===== config.mk =====
export PLATFORM = sky130hd
export DESIGN_NAME = stt_spi_tunnel
export DESIGN_NICKNAME = d
export VERILOG_FILES = /design/src/include/stt_pkg.sv /design/src/include/stt_buf_if.sv /design/src/core/stt_sample_buf.sv /design/src/core/stt_spi_tunnel.sv
export SDC_FILE = /design/constraint.sdc
export NUM_CORES = 1
export LEC_CHECK = 0
export BUFFER_PORTS_ARGS = -buffer_cell sky130_fd_sc_hd__buf_2
export CAP_MARGIN = 20
export CORE_MARGIN = 8
export CORE_UTILIZATION = 57
export CTS_CLUSTER_DIAMETER = 80
export CTS_CLUSTER_SIZE = 12
export DETAILED_ROUTE_END_ITERATION = 7
export PLACE_DENSITY = 0.78
export SLEW_MARGIN = 20
export SYNTH_ARGS = -nofsm -noshare
export SYNTH_HDL_FRONTEND = slang
export SYNTH_SLANG_ARGS = --single-unit

===== constraint.sdc =====
create_clock -name core_clk -period 2.3 [get_ports core_clk]
set_input_delay 0.46 -clock core_clk [delete_from_list [all_inputs] [get_ports core_clk]]
set_output_delay 0.46 -clock core_clk [all_outputs]
set_load 0.03 [all_outputs]

===== src/include/stt_pkg.sv =====
/*
  constants shared by the spi tunnel block: mode codes, frame layout,
  reset values and cycle counts.
  assumes a 100 MHz core clock that also serves as pixel and oscillator clock.
*/
package stt_pkg;
  // tunnel mode codes carried by the mode select field
  localparam logic [2:0] STT_MODE_FWD = 3'h6;
  localparam logic [2:0] STT_MODE_REV = 3'h7;

  // clock and timing
  localparam int STT_CLK_PERIOD_NS = 10;
  localparam int STT_BC_FRAME_NS = 7500;
  localparam int STT_BC_FRAME_CYC = STT_BC_FRAME_NS / STT_CLK_PERIOD_NS;
  localparam int STT_REGEN_HALF_NS = 40;
  localparam int STT_REGEN_HALF_CYC =
    (STT_REGEN_HALF_NS + STT_CLK_PERIOD_NS - 1) / STT_CLK_PERIOD_NS;
  localparam int STT_BC_CNT_W = 10;
  localparam int STT_HALF_CNT_W = 4;
  localparam logic [STT_BC_CNT_W-1:0] STT_BC_LAST =
    STT_BC_CNT_W'(STT_BC_FRAME_CYC - 1);
  localparam logic [STT_HALF_CNT_W-1:0] STT_HALF_LAST =
    STT_HALF_CNT_W'(STT_REGEN_HALF_CYC - 1);

  // frame layout: three bits per link word
  localparam int STT_FRM_W = 3;
  localparam int STT_FRM_SS_BIT = 2;
  localparam int STT_FRM_CLK_BIT = 1;
  localparam int STT_FRM_DAT_BIT = 0;
  localparam logic [STT_FRM_W-1:0] STT_FRM_IDLE = 3'h4;

  // sample buffer
  localparam int STT_BUF_DEPTH = 2;
  localparam int STT_SAMPLE_W = 1;

  // synchroniser vector: role, ss_n, mosi, sclk
  localparam int STT_SYNC_W = 4;
  localparam int STT_SY_SCLK = 0;
  localparam int STT_SY_MOSI = 1;
  localparam int STT_SY_SS = 2;
  localparam int STT_SY_ROLE = 3;
  localparam logic [STT_SYNC_W-1:0] STT_SYNC_RST = 4'h4;

  typedef enum logic [1:0] {STT_RG_IDLE, STT_RG_SETUP, STT_RG_HIGH} stt_regen_t;
endpackage


===== src/include/stt_buf_if.sv =====
/*
  valid/ready carrier between the sampler and its two-entry buffer.
  assumes both sides share one clock.
*/
interface stt_buf_if;
  import stt_pkg::*;
  logic in_valid;
  logic in_ready;
  logic [STT_SAMPLE_W-1:0] in_data;
  logic out_valid;
  logic out_ready;
  logic [STT_SAMPLE_W-1:0] out_data;
  logic flush;

  modport store (input in_valid, input in_data, output in_ready,
                 output out_valid, output out_data, input out_ready, input flush);
  modport user (output in_valid, output in_data, input in_ready,
                input out_valid, input out_data, output out_ready, output flush);
endinterface


===== src/core/stt_sample_buf.sv =====
/*
  two-entry sample buffer with valid/ready on both sides.
  assumes a single clock and that flush empties it at once.
*/
module stt_sample_buf
  import stt_pkg::*;
(
  input wire logic core_clk,
  input wire logic reset_n,
  stt_buf_if.store bus
);
  logic [STT_SAMPLE_W-1:0] mem_reg [STT_BUF_DEPTH];
  logic wr_ptr_reg;
  logic rd_ptr_reg;
  logic [1:0] count_reg;
  logic push;
  logic pop;
  logic [1:0] count_next;

  // honest full and empty
  assign bus.in_ready = (count_reg != 2'h2);
  assign bus.out_valid = (count_reg != 2'h0);
  assign bus.out_data = mem_reg[rd_ptr_reg];
  assign push = bus.in_valid & bus.in_ready & ~bus.flush;
  assign pop = bus.out_valid & bus.out_ready & ~bus.flush;
  assign count_next = bus.flush ? 2'h0 : count_reg + {1'b0, push} - {1'b0, pop};

  // storage, one flop group per entry
  for (genvar i = 0; i < STT_BUF_DEPTH; i++)
  begin : g_entry
    always_ff @(posedge core_clk or negedge reset_n)
    begin
      if (!reset_n)
        mem_reg[i] <= '0;
      else if (push && wr_ptr_reg == 1'(i))
        mem_reg[i] <= bus.in_data;
    end
  end

  // pointers and fill level
  always_ff @(posedge core_clk or negedge reset_n)
  begin
    if (!reset_n)
    begin
      wr_ptr_reg <= 1'b0;
      rd_ptr_reg <= 1'b0;
      count_reg <= 2'h0;
    end
    else
    begin
      wr_ptr_reg <= bus.flush ? 1'b0 : wr_ptr_reg ^ push;
      rd_ptr_reg <= bus.flush ? 1'b0 : rd_ptr_reg ^ pop;
      count_reg <= count_next;
    end
  end
endmodule


===== src/core/stt_spi_tunnel.sv =====
/*
  spi tunnel endpoint: samples local spi pins into link words and
  regenerates spi pins from received link words, on either end of the link.
  assumes link words arrive on core_clk with a valid strobe; pins are async.
*/
// Operation
// - tunnel runs on the secondary lane, forward or reverse direction.
// - forward mode: master sits at serializer, data follows video.
// - reverse mode: master sits at deserializer, data against video.
// - tunnel never reaches local configuration registers; pass-through only.
// - serializer oversamples sclk, mosi, ss_n with the pixel clock.
// - each forward frame carries sclk, mosi and ss_n in own bits.
// - deserializer regenerates signals; mosi held while regenerated sclk high.
// - optional one-cycle delay of regenerated sclk behind mosi.
// - reverse: sample ss_n and sclk, capture mosi on active edge.
// - buffer reverse samples, send per frame, ss_n in every frame.
// - serializer replays reverse samples from buffer, possibly in bursts.
// - at most one data sample per back-channel frame.
module stt_spi_tunnel
  import stt_pkg::*;
(
  input wire logic core_clk,
  input wire logic reset_n,
  input wire logic [2:0] tunnel_mode_select_field,
  input wire logic role_is_deser,
  input wire logic clk_delay_en,
  input wire logic tunnel_serial_clock,
  input wire logic spi_mosi_in,
  input wire logic spi_ss_n_in,
  output logic link_tx_valid,
  output logic [STT_FRM_W-1:0] link_tx_frame,
  input wire logic link_rx_valid,
  input wire logic [STT_FRM_W-1:0] link_rx_frame,
  output logic spi_sclk_out,
  output logic spi_mosi_out,
  output logic spi_ss_n_out,
  output logic rev_buf_ready
);
  // synchronisers for pins and strap
  logic [STT_SYNC_W-1:0] sync1_reg;
  logic [STT_SYNC_W-1:0] sync2_reg;
  logic sclk_prev_reg;
  logic s_sclk;
  logic s_mosi;
  logic s_ss_n;
  logic s_deser;
  logic sclk_rise;

  // mode decode
  logic fwd_mode;
  logic rev_mode;
  logic ser_fwd;
  logic des_fwd;
  logic ser_rev;
  logic des_rev;

  // back-channel frame timer
  logic [STT_BC_CNT_W-1:0] frame_cnt_reg;
  logic frame_tick;

  // link transmit
  logic link_tx_valid_reg;
  logic [STT_FRM_W-1:0] link_tx_frame_reg;
  logic tx_valid_next;
  logic [STT_FRM_W-1:0] tx_frame_next;
  logic rev_buf_ready_reg;

  // regeneration
  logic sclk_out_reg;
  logic mosi_out_reg;
  logic ss_n_out_reg;
  logic sclk_next;
  logic mosi_next;
  logic ss_n_next;
  logic rx_sclk_d_reg;
  logic rx_sclk;
  logic rx_mosi;
  logic rx_ss_n;
  logic fwd_sclk;
  logic pend_valid_reg;
  logic pend_bit_reg;
  logic pend_valid_next;
  logic pend_bit_next;
  logic pend_take;
  stt_regen_t rg_state_reg;
  stt_regen_t rg_state_next;
  logic [STT_HALF_CNT_W-1:0] half_cnt_reg;
  logic [STT_HALF_CNT_W-1:0] half_cnt_next;
  logic half_done;

  // sample carrier and its two-entry store; flushed whenever this end
  // is not the reverse-mode sampler, so stale bits never leak into a new session
  stt_buf_if sbuf ();

  stt_sample_buf stt_sample_buf_inst (
    .core_clk(core_clk),
    .reset_n(reset_n),
    .bus(sbuf.store)
  );

  // two flops on every spi input pin; the role strap rides along so that
  // role and pin samples always belong to the same clock edge
  // sclk_prev resets low to match the idle pin level: no false edge after reset
  always_ff @(posedge core_clk or negedge reset_n)
  begin
    if (!reset_n)
    begin
      sync1_reg <= STT_SYNC_RST;
      sync2_reg <= STT_SYNC_RST;
      sclk_prev_reg <= 1'b0;
    end
    else
    begin
      sync1_reg <= {role_is_deser, spi_ss_n_in, spi_mosi_in, tunnel_serial_clock};
      sync2_reg <= sync1_reg;
      sclk_prev_reg <= sync2_reg[STT_SY_SCLK];
    end
  end

  assign s_sclk = sync2_reg[STT_SY_SCLK];
  assign s_mosi = sync2_reg[STT_SY_MOSI];
  assign s_ss_n = sync2_reg[STT_SY_SS];
  assign s_deser = sync2_reg[STT_SY_ROLE];
  assign sclk_rise = s_sclk & ~sclk_prev_reg;

  // mode and role decode; other field codes leave the tunnel idle
  // the field is written by host logic on this clock, so it needs no synchroniser
  assign fwd_mode = (tunnel_mode_select_field == STT_MODE_FWD);
  assign rev_mode = (tunnel_mode_select_field == STT_MODE_REV);
  assign ser_fwd = fwd_mode & ~s_deser;
  assign des_fwd = fwd_mode & s_deser;
  assign ser_rev = rev_mode & ~s_deser;
  assign des_rev = rev_mode & s_deser;

  // frame timer only runs while sending back-channel frames
  // one tick per 750 cycles, the slowest back-channel frame rate; the master
  // must hold ss_n high at least this long between transfers
  assign frame_tick = des_rev & (frame_cnt_reg == STT_BC_LAST);

  always_ff @(posedge core_clk or negedge reset_n)
  begin
    if (!reset_n)
      frame_cnt_reg <= '0;
    else if (!des_rev || frame_tick)
      frame_cnt_reg <= '0;
    else
      frame_cnt_reg <= frame_cnt_reg + 1'b1;
  end

  // reverse capture: mosi taken on rising sclk while selected
  // a bit that arrives while two wait is dropped; rev_buf_ready warns the master
  // one bit leaves per frame tick, never more
  assign sbuf.in_valid = des_rev & sclk_rise & ~s_ss_n;
  assign sbuf.in_data = s_mosi;
  assign sbuf.out_ready = frame_tick;
  assign sbuf.flush = ~des_rev;

  // link word: forward every cycle, reverse once per frame
  // in reverse the clock bit marks a carried sample instead of the pin level
  // pin samples only; no path reaches configuration state
  assign tx_valid_next = ser_fwd | frame_tick;
  assign tx_frame_next = ser_fwd ? {s_ss_n, s_sclk, s_mosi} :
                         frame_tick ? {s_ss_n, sbuf.out_valid, sbuf.out_data} :
                         STT_FRM_IDLE;

  // link output flops; the idle word shows ss_n high
  always_ff @(posedge core_clk or negedge reset_n)
  begin
    if (!reset_n)
    begin
      link_tx_valid_reg <= 1'b0;
      link_tx_frame_reg <= STT_FRM_IDLE;
      rev_buf_ready_reg <= 1'b0;
    end
    else
    begin
      link_tx_valid_reg <= tx_valid_next;
      link_tx_frame_reg <= tx_frame_next;
      rev_buf_ready_reg <= des_rev & sbuf.in_ready;
    end
  end

  // received word fields
  // the delayed sclk copy follows only valid words, so the delay is one word
  assign rx_ss_n = link_rx_frame[STT_FRM_SS_BIT];
  assign rx_sclk = link_rx_frame[STT_FRM_CLK_BIT];
  assign rx_mosi = link_rx_frame[STT_FRM_DAT_BIT];
  assign fwd_sclk = clk_delay_en ? rx_sclk_d_reg : rx_sclk;

  // reverse replay: one pending sample, new arrival wins over consume
  // words come a frame apart while one replayed bit takes about nine cycles,
  // so an overwrite only happens if the far end breaks its own spacing
  assign half_done = (half_cnt_reg == STT_HALF_LAST);
  assign pend_take = (rg_state_reg == STT_RG_IDLE) & pend_valid_reg & ~ss_n_out_reg;
  assign pend_valid_next = (ser_rev & link_rx_valid & rx_sclk) |
                           (pend_valid_reg & ~pend_take & ser_rev);
  assign pend_bit_next = (ser_rev & link_rx_valid & rx_sclk) ? rx_mosi : pend_bit_reg;

  // regenerated pin values for both directions
  // forward: pins follow each valid word; mosi only moves while both the old
  // and the new sclk are low, which keeps it steady across the high phase
  // reverse: mosi first, a setup half, then a high half of sclk
  // any other mode or role parks sclk low and ss_n high
  always_comb
  begin
    rg_state_next = rg_state_reg;
    half_cnt_next = '0;
    sclk_next = 1'b0;
    mosi_next = mosi_out_reg;
    ss_n_next = 1'b1;
    if (des_fwd)
    begin
      ss_n_next = link_rx_valid ? rx_ss_n : ss_n_out_reg;
      sclk_next = link_rx_valid ? fwd_sclk : sclk_out_reg;
      if (link_rx_valid && !sclk_out_reg && !fwd_sclk)
        mosi_next = rx_mosi;
      rg_state_next = STT_RG_IDLE;
    end
    else if (ser_rev)
    begin
      ss_n_next = (link_rx_valid && !rx_ss_n) ? 1'b0 :
                  (link_rx_valid ? 1'b1 : ss_n_out_reg);
      sclk_next = sclk_out_reg;
      case (rg_state_reg)
        STT_RG_IDLE:
        begin
          if (pend_take)
          begin
            mosi_next = pend_bit_reg;
            rg_state_next = STT_RG_SETUP;
          end
        end
        STT_RG_SETUP:
        begin
          half_cnt_next = half_done ? '0 : half_cnt_reg + 1'b1;
          if (half_done)
          begin
            sclk_next = 1'b1;
            rg_state_next = STT_RG_HIGH;
          end
        end
        STT_RG_HIGH:
        begin
          half_cnt_next = half_done ? '0 : half_cnt_reg + 1'b1;
          if (half_done)
          begin
            sclk_next = 1'b0;
            rg_state_next = STT_RG_IDLE;
          end
        end
        default:
        begin
          sclk_next = 1'b0;
          rg_state_next = STT_RG_IDLE;
        end
      endcase
    end
    else
      rg_state_next = STT_RG_IDLE;
  end

  // regeneration registers
  // reset levels match idle spi pins: sclk low, ss_n high
  always_ff @(posedge core_clk or negedge reset_n)
  begin
    if (!reset_n)
    begin
      sclk_out_reg <= 1'b0;
      mosi_out_reg <= 1'b0;
      ss_n_out_reg <= 1'b1;
      rx_sclk_d_reg <= 1'b0;
      pend_valid_reg <= 1'b0;
      pend_bit_reg <= 1'b0;
      rg_state_reg <= STT_RG_IDLE;
      half_cnt_reg <= '0;
    end
    else
    begin
      sclk_out_reg <= sclk_next;
      mosi_out_reg <= mosi_next;
      ss_n_out_reg <= ss_n_next;
      rx_sclk_d_reg <= link_rx_valid ? rx_sclk : rx_sclk_d_reg;
      pend_valid_reg <= pend_valid_next;
      pend_bit_reg <= pend_bit_next;
      rg_state_reg <= rg_state_next;
      half_cnt_reg <= half_cnt_next;
    end
  end

  // every output comes straight from a flop
  assign link_tx_valid = link_tx_valid_reg;
  assign link_tx_frame = link_tx_frame_reg;
  assign spi_sclk_out = sclk_out_reg;
  assign spi_mosi_out = mosi_out_reg;
  assign spi_ss_n_out = ss_n_out_reg;
  assign rev_buf_ready = rev_buf_ready_reg;
endmodule


==> out/qor.csv, run 1 <==
stage,metric,value,unit
layout,max FFs per register,10,
floorplanning,IO Count,22,
clock_network,CTS sink cnt,42,
floorplanning,die span in y,73.31,um
global_routing,global route total overflow,0,
routing,via count,1273,
setup_path,R2R setup slack,210,ps
clock_network,clk_lat worst skew,340,ps
yosys,Post-Syn Area,1872,sq um
floorplanning,Rows,21,
setup_path,startpoint type of the worst setup path,flop,
yosys,Synth Area in Compound Gates,0.05348,
setup_path,Worst path max stage delay,420,ps
setup_path,"CP delay by family, top",simple AND/OR/NAND/NOR gates,
power,Tot Pwr,1.303,mW
routing,via/cell ratio,5.260,
timing,final hold viol count,0,
timing,Final TNS setup,0,ps
yosys,Post-Synth XOR/XNOR Area,0.04679,
timing,fin crit period,2091,ps
global_routing,first-pass GRT wire length,5.761,mm
floorplanning,Die Wd,73.31,um
yosys,Mapped Avg Cell Area,11.34,sq um
layout,Fillers,260,
status,status,"finished, final reports clean",
timing,fmax,478.3,MHz
setup_path,endpoint of the worst register-to-register path,stt_sample_buf_inst.count_reg[1],
placement,Post-Place Cell Area,2049,sq um
clock_network,Clock Root Buffer,clkbuf_4,
yosys,Netlist cell types,33,
routing,Post-Route WL,3.321,mm
routing,Pre-antenna DRT Iters,4,
setup_path,worst-path cell chain,inv_1 -> ha_1 -> and4bb_2 -> nand3_1 -> nor3_2 -> ha_1 -> inv_1 -> ha_1 -> xor2_1 -> and2_1 -> nor3_2,
layout,"commonest non-fill, non-tap cells in the layout","38 x dfrtp_1, 22 x nor2_1, 21 x buf_2",
global_routing,initial antenna violation count,0,
clock_network,"Setup Fix Bufs, Post-CTS",0,
setup_path,Worst path most repeated cell,ha_1,
floorplanning,Die Area,5374,sq um
layout,Final nets,221,
setup_path,Worst setup EP type,flop,
setup_path,Worst Path Max Fanout,4,
yosys,synth warn,0,
power,Leakage Power,1.016,nW
clock_network,number of buffers created by CTS,5,
yosys,#FFs+latches synth,42,
routing,# DRC,0,
clock_network,Clock transition at path regs,120,ps
yosys,prevailing post-synth register cell,dfrtp_1,
yosys,main combinational cell family by area after synthesis,simple AND/OR/NAND/NOR gates,
layout,Syn-to-layout area delta,14.17,%
power,Power Dens Cells,609.8,nW/um^2
global_routing,Global Route Usage Sum,0.1390,
yosys,cell count after synthesis,165,
clock_network,H-tree depth,2,
job,Max Cap Viol,0,
timing,actual slew at the worst max-slew pin,463.9,ps
yosys,post-synthesis simple-gate area fraction,0.1878,
timing,Tcrit/Tclk final,0.9091,
layout,multi-input logic area,795.8,sq um
placement,post-DP HPWL,2.613,mm
timing,Fin Hold WS,14.68,ps
routing,post-route ant nets,0,
routing,Met1 Wirelength,1.358,mm
global_routing,number of global-route vias before repair,1317,
yosys,number of synthesized flops with an enable pin,0,
layout,"commonest non-fill, non-tap cell in the layout",dfrtp_1,
clock_network,CTS tree,built,
routing,met3 routed WL,186,um
yosys,multiplexer share of the synthesized area,0.05147,
layout,"Design Area, Final",2137,sq um
timing,final worst setup slack,209.1,ps
yosys,asr flop ratio synth,1.000,
timing,pins over their slew limit,0,
yosys,Post-Syn Nets,191,
routing,Wirelength per Cell,13.72,um
floorplanning,Initial Utilization,0.5792,
setup_path,path type of the worst setup path,flop to flop,
setup_path,r2r startpoint,frame_cnt_reg[1],
clock_network,PostCTS Resize Cnt,0,
placement,worst slack at placement,86.13,ps
clock_network,clock buffer depth,2,
floorplanning,core area,3232,sq um
layout,fraction of layout cells with a size suffix above 1,0.2347,
power,Worst VDD drop,0.3449,mV
setup_path,path depth of the worst reg2reg path,11,
timing,Final setup viols,0,
setup_path,CP Data Arrival Time,2330,ps
yosys,sequential area share after synthesis,0.5642,
setup_path,"Buf+Inv Stages, Crit Path",2,
layout,Final Non-Filler Cells,242,
timing,RSZ-0062 raised after global routing,no,
layout,diode count,0,
placement,Port Buffer Count,21,
global_routing,largest net degree at the start of global routing,19,
layout,fin util,0.6612,
routing,initial drt markers,51,
clock_network,hold_buf cts,0,
routing,WL met2,1.732,mm
worst_hold_path,Min-Delay Path Class,primary input to asynchronous set/reset pin,
placement,placed cells,234,
setup_path,slowest CP cell,dfrtp_1,
setup_path,WP data required,2540,ps
yosys,Adder-Cell Fraction of Synth Area,0.08021,
timing,final clock skew,8.360,ps
layout,sequential cell area,1056,sq um
placement,Routability Congestion,0.8074,
timing,worst relative slew slack,0.6900,
routing,uppermost layer routed,met4,
[cells in the mapped netlist, types with 2 or more instances]
library cell | number | share of area
nand2_1 | 9 | 0.018
nand2b_1 | 2 | 0.0067
xor2_1 | 6 | 0.028
and3_1 | 2 | 0.0067
dfrtp_1 | 38 | 0.51
o21ai_0 | 6 | 0.016
nand4b_1 | 2 | 0.0094
nand4_1 | 5 | 0.017
ha_1 | 12 | 0.080
nor2_1 | 22 | 0.044
inv_1 | 8 | 0.016
nand3b_1 | 2 | 0.0080
a21oi_1 | 6 | 0.016
dfstp_2 | 4 | 0.056
nor3b_1 | 2 | 0.0080
and2_1 | 2 | 0.0067
nor3_1 | 7 | 0.019
mux2i_1 | 4 | 0.021
nand3_1 | 4 | 0.011
mux2_2 | 5 | 0.030
nor2b_1 | 2 | 0.0067
xnor2_1 | 4 | 0.019
[layer usage]
layer / track usage / up-vias
li1: - / 626
met1: 0.1543 / 621
met2: 0.2393 / 21
met3: 0.05048 / 5
met4: 0.04656 / 0
met5: 0 / -
[power breakdown]
part	switching (mW)	internal, mW	leakage (nW)	total, mW
clock network	0.223	0.225	0.0450	0.448
registers	0.0119	0.762	0.551	0.774
logic	0.0500	0.0315	0.420	0.0816
[how the worst max path moves through the flow]
| stage | from | to | slack, ps | cells after the start |
|---|---|---|---|---|
| 2_1_floorplan | frame_cnt_reg[1] | stt_sample_buf_inst.count_reg[1] | 300 | 11 |
| 3_3_place_gp | frame_cnt_reg[1] | stt_sample_buf_inst.count_reg[1] | 250 | 11 |
| 3_5_place_dp | frame_cnt_reg[1] | stt_sample_buf_inst.count_reg[1] | 90 | 11 |
| 4_1_cts | frame_cnt_reg[1] | stt_sample_buf_inst.count_reg[1] | 80 | 11 |
| 5_1_grt | frame_cnt_reg[1] | stt_sample_buf_inst.count_reg[1] | 5 | 11 |
| 6_report | frame_cnt_reg[1] | stt_sample_buf_inst.count_reg[1] | 210 | 11 |
[cell type report]
cell class                      instances  area share
Timing Repair Buffer                   23     0.05621
Clock inverter                          3     0.01874
Clock buffer                            5     0.01756
Inverter                                8     0.01405
Multi-Input combinational cell        115      0.3724
Sequential cell                        42      0.4941
Tap cell                               46     0.02693
[logic make-up after synthesis]
logic type,count (synthesis)
AND/OR/NAND/NOR,67
adder cells (fa/ha/maj),12
flip-flops,42
buffers and inverters,8
multiplexers,9
XOR/XNOR,10
AO/OA/AOI/OAI,17
No activity file was read; power rests on OpenSTA's default activity.
==> run 2, diff against run 1 <==
--- a/config.mk
+++ b/config.mk
@@ -5,6 +5,7 @@
 export SDC_FILE = /design/constraint.sdc
 export NUM_CORES = 1
 export LEC_CHECK = 0
+export ABC_AREA = 1
 export BUFFER_PORTS_ARGS = -buffer_cell sky130_fd_sc_hd__buf_2
 export CAP_MARGIN = 20
 export CORE_MARGIN = 8
==> run 2 against run 1 <==
Count of clock-buffer cells in the layout grew 1. Register-to-register slack gained 280 ps. Total power increased by 2.5%. Area after synthesis rose by 6.4%. Wire length up 3.6%. Sequential power about the same. Final area increased by 5.2%. Clock skew grew 9.8 ps. Hold slack worse by 7.8 ps. Critical path depth fell by 4. Critical endpoint is now stt_sample_buf_inst.mem_reg[0].
==> out/qor.csv, run 2 <==
stage,metric,value,unit
clock_network,PostCTS Resize Cnt,0,
layout,Syn-to-layout area delta,12.88,%
global_routing,global route total overflow,0,
setup_path,worst-path cell chain,inv_2 -> nor2_8 -> inv_4 -> a21oi_4 -> and3_1 -> ha_1 -> mux2_2,
setup_path,"Buf+Inv Stages, Crit Path",2,
yosys,top-count cell post-synth,nand2_1,
routing,Pre-antenna DRT Iters,4,
routing,# DRC,0,
routing,Post-Route WL,3.441,mm
timing,pins over their slew limit,0,
yosys,Synth top area share,0.4774,
setup_path,CP Data Arrival Time,2070,ps
yosys,Post-Syn Nets,231,
floorplanning,core area,3337,sq um
floorplanning,IO Count,22,
setup_path,startpoint type of the worst setup path,flop,
floorplanning,die span in y,75.12,um
timing,Final TNS setup,0,ps
setup_path,WP data required,2550,ps
clock_network,Clock transition at path regs,130,ps
yosys,Netlist cell types,30,
status,status,"finished, final reports clean",
timing,Final setup viols,0,
setup_path,"CP delay by family, top",flip-flops,
global_routing,first-pass GRT wire length,6.023,mm
power,Leakage Power,1.134,nW
layout,diode count,0,
yosys,prevailing post-synth register cell,dfrtp_1,
timing,fmax,550.8,MHz
timing,actual slew at the worst max-slew pin,435.3,ps
yosys,asr flop ratio synth,1.000,
floorplanning,Die Area,5642,sq um
routing,via count,1390,
clock_network,clock buffer depth,2,
clock_network,Clock Root Buffer,clkbuf_4,
global_routing,Global Route Usage Sum,0.1414,
timing,final clock skew,18.14,ps
setup_path,Worst Path Max Fanout,6,
clock_network,"Setup Fix Bufs, Post-CTS",0,
power,Worst VDD drop,0.4088,mV
clock_network,clk_lat worst skew,350,ps
routing,via/cell ratio,4.929,
timing,RSZ-0062 raised after global routing,no,
power,Power Dens Cells,594.0,nW/um^2
yosys,top area cells in the synthesized netlist,"dfrtp_1 48%, nand2_1 9.2%, ha_1 7.5%",
yosys,commonest cells in the synthesized netlist,"49 x nand2_1, 38 x dfrtp_1, 24 x inv_1",
yosys,sequential area share after synthesis,0.5302,
placement,worst slack at placement,386.0,ps
routing,post-route ant nets,0,
setup_path,path type of the worst setup path,flop to flop,
global_routing,initial antenna violation count,0,
placement,post-DP HPWL,2.619,mm
timing,final hold viol count,0,
layout,"commonest non-fill, non-tap cell in the layout",nand2_1,
clock_network,CTS sink cnt,42,
layout,fin util,0.6738,
timing,fin crit period,1815,ps
yosys,synth warn,0,
setup_path,Worst path max stage delay,510,ps
layout,Final nets,261,
timing,final worst setup slack,484.6,ps
job,Max Cap Viol,0,
setup_path,Worst setup EP type,flop,
routing,initial drt markers,80,
clock_network,H-tree depth,2,
yosys,Mapped Avg Cell Area,9.717,sq um
yosys,Post-Syn Area,1992,sq um
floorplanning,Initial Utilization,0.5969,
layout,"commonest non-fill, non-tap cells in the layout","49 x nand2_1, 38 x dfrtp_1, 24 x inv_1",
yosys,number of synthesized flops with an enable pin,0,
floorplanning,Die Wd,75.12,um
global_routing,largest net degree at the start of global routing,19,
global_routing,number of global-route vias before repair,1400,
setup_path,slowest CP cell,dfrtp_1,
timing,Tcrit/Tclk final,0.7893,
routing,Wirelength per Cell,12.20,um
clock_network,hold_buf cts,0,
timing,worst relative slew slack,0.7067,
clock_network,number of buffers created by CTS,5,
placement,Port Buffer Count,21,
layout,max FFs per register,10,
placement,Routability Congestion,0.8671,
layout,fraction of layout cells with a size suffix above 1,0.2119,
floorplanning,Rows,21,
worst_hold_path,Min-Delay Path Class,primary input to asynchronous set/reset pin,
yosys,cell count after synthesis,205,
yosys,Yosys top cell by area,dfrtp_1,
setup_path,R2R setup slack,480,ps
yosys,#FFs+latches synth,42,
clock_network,CTS tree,built,
## run 2: changes by cell type in the layout (fill, tap and decap cells not counted), sizes merged, moves of 3 or more
| cell | previous run | this run |
|---|---|---|
| and2 | 3 | 0 |
| inv | 8 | 27 |
| mux2 | 5 | 1 |
| mux2i | 4 | 0 |
| nand2 | 9 | 50 |
| nand3 | 4 | 10 |
| nor2 | 22 | 25 |
| nor3 | 7 | 4 |
| o21ai | 6 | 10 |
## run 2: power breakdown
group          internal (mW)  switching [mW]  total (mW)
Clock                  0.229           0.239       0.468
Sequential             0.763          0.0110       0.774
Combinational         0.0310          0.0625      0.0935
Total                   1.02           0.312        1.34
## run 2: layout make-up
| class | count | area [sq um] |
|---|---|---|
| Multi-Input combinational cell | 136 | 832.0 |
| Tap cell | 46 | 57.56 |
| Fill cell | 284 | 1089 |
| Inverter | 27 | 103.9 |
| Sequential cell | 42 | 1056 |
| Clock buffer | 6 | 41.29 |
| Timing Repair Buffer | 23 | 120.1 |
| Clock inverter | 2 | 37.54 |
## run 2: cell families (layout without fill, tap and decap cells)
family	after synthesis	count (layout)	synth area share
flip-flops	42	42	0.5301
AO/OA/AOI/OAI	20	20	0.06846
AND/OR/NAND/NOR	97	97	0.2418
adder cells (fa/ha/maj)	12	12	0.07537
buffers and inverters	27	58	0.05214
multiplexers	1	1	0.005653
XOR/XNOR	6	6	0.02638
## run 2: metal layers
metal,vias up,track usage,routed length [um]
met5,-,0,0
met4,0,0.05435,42
met3,6,0.04128,124
met2,21,0.2284,1626
met1,650,0.1729,1647
li1,713,-,-
## run 2: worst paths after layout
| kind | cells after the start | to | start |
|---|---|---|---|
| setup / recovery | 7 | stt_sample_buf_inst.mem_reg[0] | sync2_reg[3] |
| hold / removal | 1 | frame_cnt_reg[3] | reset_n |
| setup reg to reg | 7 | stt_sample_buf_inst.mem_reg[0] | sync2_reg[3] |
| hold reg to reg | 0 | sync2_reg[3] | sync1_reg[3] |
| max in group asynchronous | 2 | sync1_reg[2] | reset_n |
| min in group core_clk | 1 | sync1_reg[2] | spi_ss_n_in |
## run 2: per-stage QoR
stage               power, mW  hold WS (ps)  cells  cell area [sq um]
global placement       0.8817         337.9    274               2170
global route            1.385         32.13    282               2248
CTS                     1.349         20.80    282               2248
detailed placement     0.8836         341.0    274               2170
finish                  1.335         6.849    282               2248
floorplan              0.8360         164.4    205               1992
==> run 3, diff against run 2 <==
==> constraint.sdc (replaced) <==
create_clock -name core_clk -period 1.7 [get_ports core_clk]
set_input_delay 0.34 -clock core_clk [delete_from_list [all_inputs] [get_ports core_clk]]
set_output_delay 0.34 -clock core_clk [all_outputs]
set_load 0.03 [all_outputs]
==> run 3 against run 2 <==
Total power rose by 22%. Clock power fell by 4.7%. Via count rose by 5.3%.
==> out/qor.csv, run 3 (synthesis gave the netlist of run 2 again) <==
stage,metric,value,unit
timing,Final setup viols,0,
status,status,"finished, final reports clean",
power,Leakage Power,1.188,nW
job,Max Cap Viol,0,
worst_hold_path,hold path start,spi_ss_n_in,
timing,fin crit period,1628,ps
placement,Routability Congestion,0.8179,
setup_path,WP data required,1950,ps
timing,Tcrit/Tclk final,0.9574,
floorplanning,Initial Utilization,0.5969,
layout,Final Non-Filler Cells,295,
timing,actual slew at the worst max-slew pin,437.0,ps
floorplanning,core area,3337,sq um
timing,final hold viol count,0,
routing,initial drt markers,61,
clock_network,clock buffer depth,2,
clock_network,Clock Root Buffer,clkbuf_4,
setup_path,path depth of the worst reg2reg path,11,
placement,post-DP HPWL,2.842,mm
layout,"commonest non-fill, non-tap cells in the layout","48 x nand2_1, 38 x dfrtp_1, 22 x inv_1",
clock_network,Clock transition at path regs,110,ps
clock_network,CTS tree,built,
worst_hold_path,Min-Delay Path Class,primary input to flop,
setup_path,path type of the worst setup path,flop to flop,
timing,final clock skew,7.739,ps
routing,# DRC,0,
layout,"commonest non-fill, non-tap cell in the layout",nand2_1,
routing,via/cell ratio,4.963,
global_routing,global route total overflow,0,
layout,Fillers,257,
layout,Syn-to-layout area delta,19.22,%
layout,fraction of layout cells with a size suffix above 1,0.2731,
layout,sequential cell area,1056,sq um
floorplanning,IO Count,22,
layout,max FFs per register,10,
global_routing,Global Route Usage Sum,0.1474,
floorplanning,Rows,21,
power,Worst VDD drop,0.4988,mV
clock_network,clk_lat worst skew,340,ps
layout,multi-input logic area,869.6,sq um
routing,post-route ant nets,0,
clock_network,CTS sink cnt,42,
floorplanning,Die Wd,75.12,um
worst_hold_path,hold depth,1,
clock_network,H-tree depth,2,
global_routing,number of global-route vias before repair,1490,
routing,via count,1464,
setup_path,Worst Path Max Fanout,2,
timing,worst relative slew slack,0.7056,
timing,Fin Hold WS,86.55,ps
clock_network,number of buffers created by CTS,5,
timing,fmax,614.4,MHz
placement,placed cells,284,
global_routing,largest net degree at the start of global routing,25,
setup_path,start point of the critical path,frame_cnt_reg[1],
setup_path,CP Data Arrival Time,1870,ps
routing,Post-Route WL,3.647,mm
setup_path,startpoint type of the worst setup path,flop,
layout,Final nets,275,
timing,pins over their slew limit,0,
routing,Pre-antenna DRT Iters,4,
setup_path,r2r startpoint,frame_cnt_reg[1],
placement,Port Buffer Count,21,
setup_path,Worst setup EP type,flop,
power,Power Dens Cells,687.1,nW/um^2
global_routing,initial antenna violation count,0,
global_routing,first-pass GRT wire length,6.237,mm
layout,diode count,0,
floorplanning,die span in y,75.12,um
floorplanning,Die Area,5642,sq um
routing,Wirelength per Cell,12.36,um
==> run 3: worst max-delay path, stage by stage, from the launching register on <==
cell and delay, ps:
dfrtp_1 400, inv_1 60, ha_2 160, nand2_2 60
nor2_4 140, nand4_4 90, inv_2 80, ha_4 200
inv_4 50, ha_4 190, inv_1 40, nor2_1 40
==> run 3: worst paths after layout <==
check | end | slack, ps
worst max-delay path | stt_sample_buf_inst.count_reg[0] | 70
worst min-delay path | sync1_reg[2] | 90
worst max register to register | stt_sample_buf_inst.count_reg[0] | 70
worst min register to register | sync2_reg[1] | 360
max in group asynchronous | link_tx_frame[2] | 680
min in group asynchronous | link_tx_frame[1] | 470
==> run 3: layout make-up <==
cell class / count / area share
Sequential cell: 42 / 0.4447
Inverter: 27 / 0.04478
Tap cell: 46 / 0.02424
Clock buffer: 7 / 0.01897
Timing Repair Buffer: 37 / 0.1012
Multi-Input combinational cell: 136 / 0.3662
==> run 3: power breakdown <==
| part | switching, mW | internal (mW) | total (mW) | leakage (nW) |
|---|---|---|---|---|
| clock | 0.289 | 0.156 | 0.446 | 0.0254 |
| sequential | 0.0127 | 1.03 | 1.04 | 0.549 |
| combinational | 0.0913 | 0.0503 | 0.142 | 0.614 |
| total | 0.393 | 1.24 | 1.63 | 1.19 |
==> run 3: timing repair <==
action / in CTS / in global routing
gates resized for setup: 2 / 9
setup endpoints to repair: 2 / 2
endpoints found under the hold margin: 17 / 0
buffers inserted: 0 / 3
hold buffers: 1 / 0
pin swaps: 1 / 3
==> run 3: metrics by stage <==
step                      cell area (sq um)  power (mW)  utilization  worst slack, ps  TNS (ps)
after floorplan                        1992       1.131            -            59.76         0
after global placement                 2257       1.200       0.6764            32.58         0
after detailed placement               2257       1.204       0.6764           -29.21    -56.02
after CTS                              2320       1.648       0.6952            12.86         0
after global routing                   2375       1.715       0.7117           -17.50    -23.15
final                                  2375       1.632       0.7117            72.49         0
==> run 3: per-layer routing <==
metal,track usage,up-vias,wire (um)
met5,0,-,0
met1,0.1657,692,1589
li1,-,736,-
met4,0.05870,0,68
met3,0.05060,7,173
met2,0.2486,29,1816
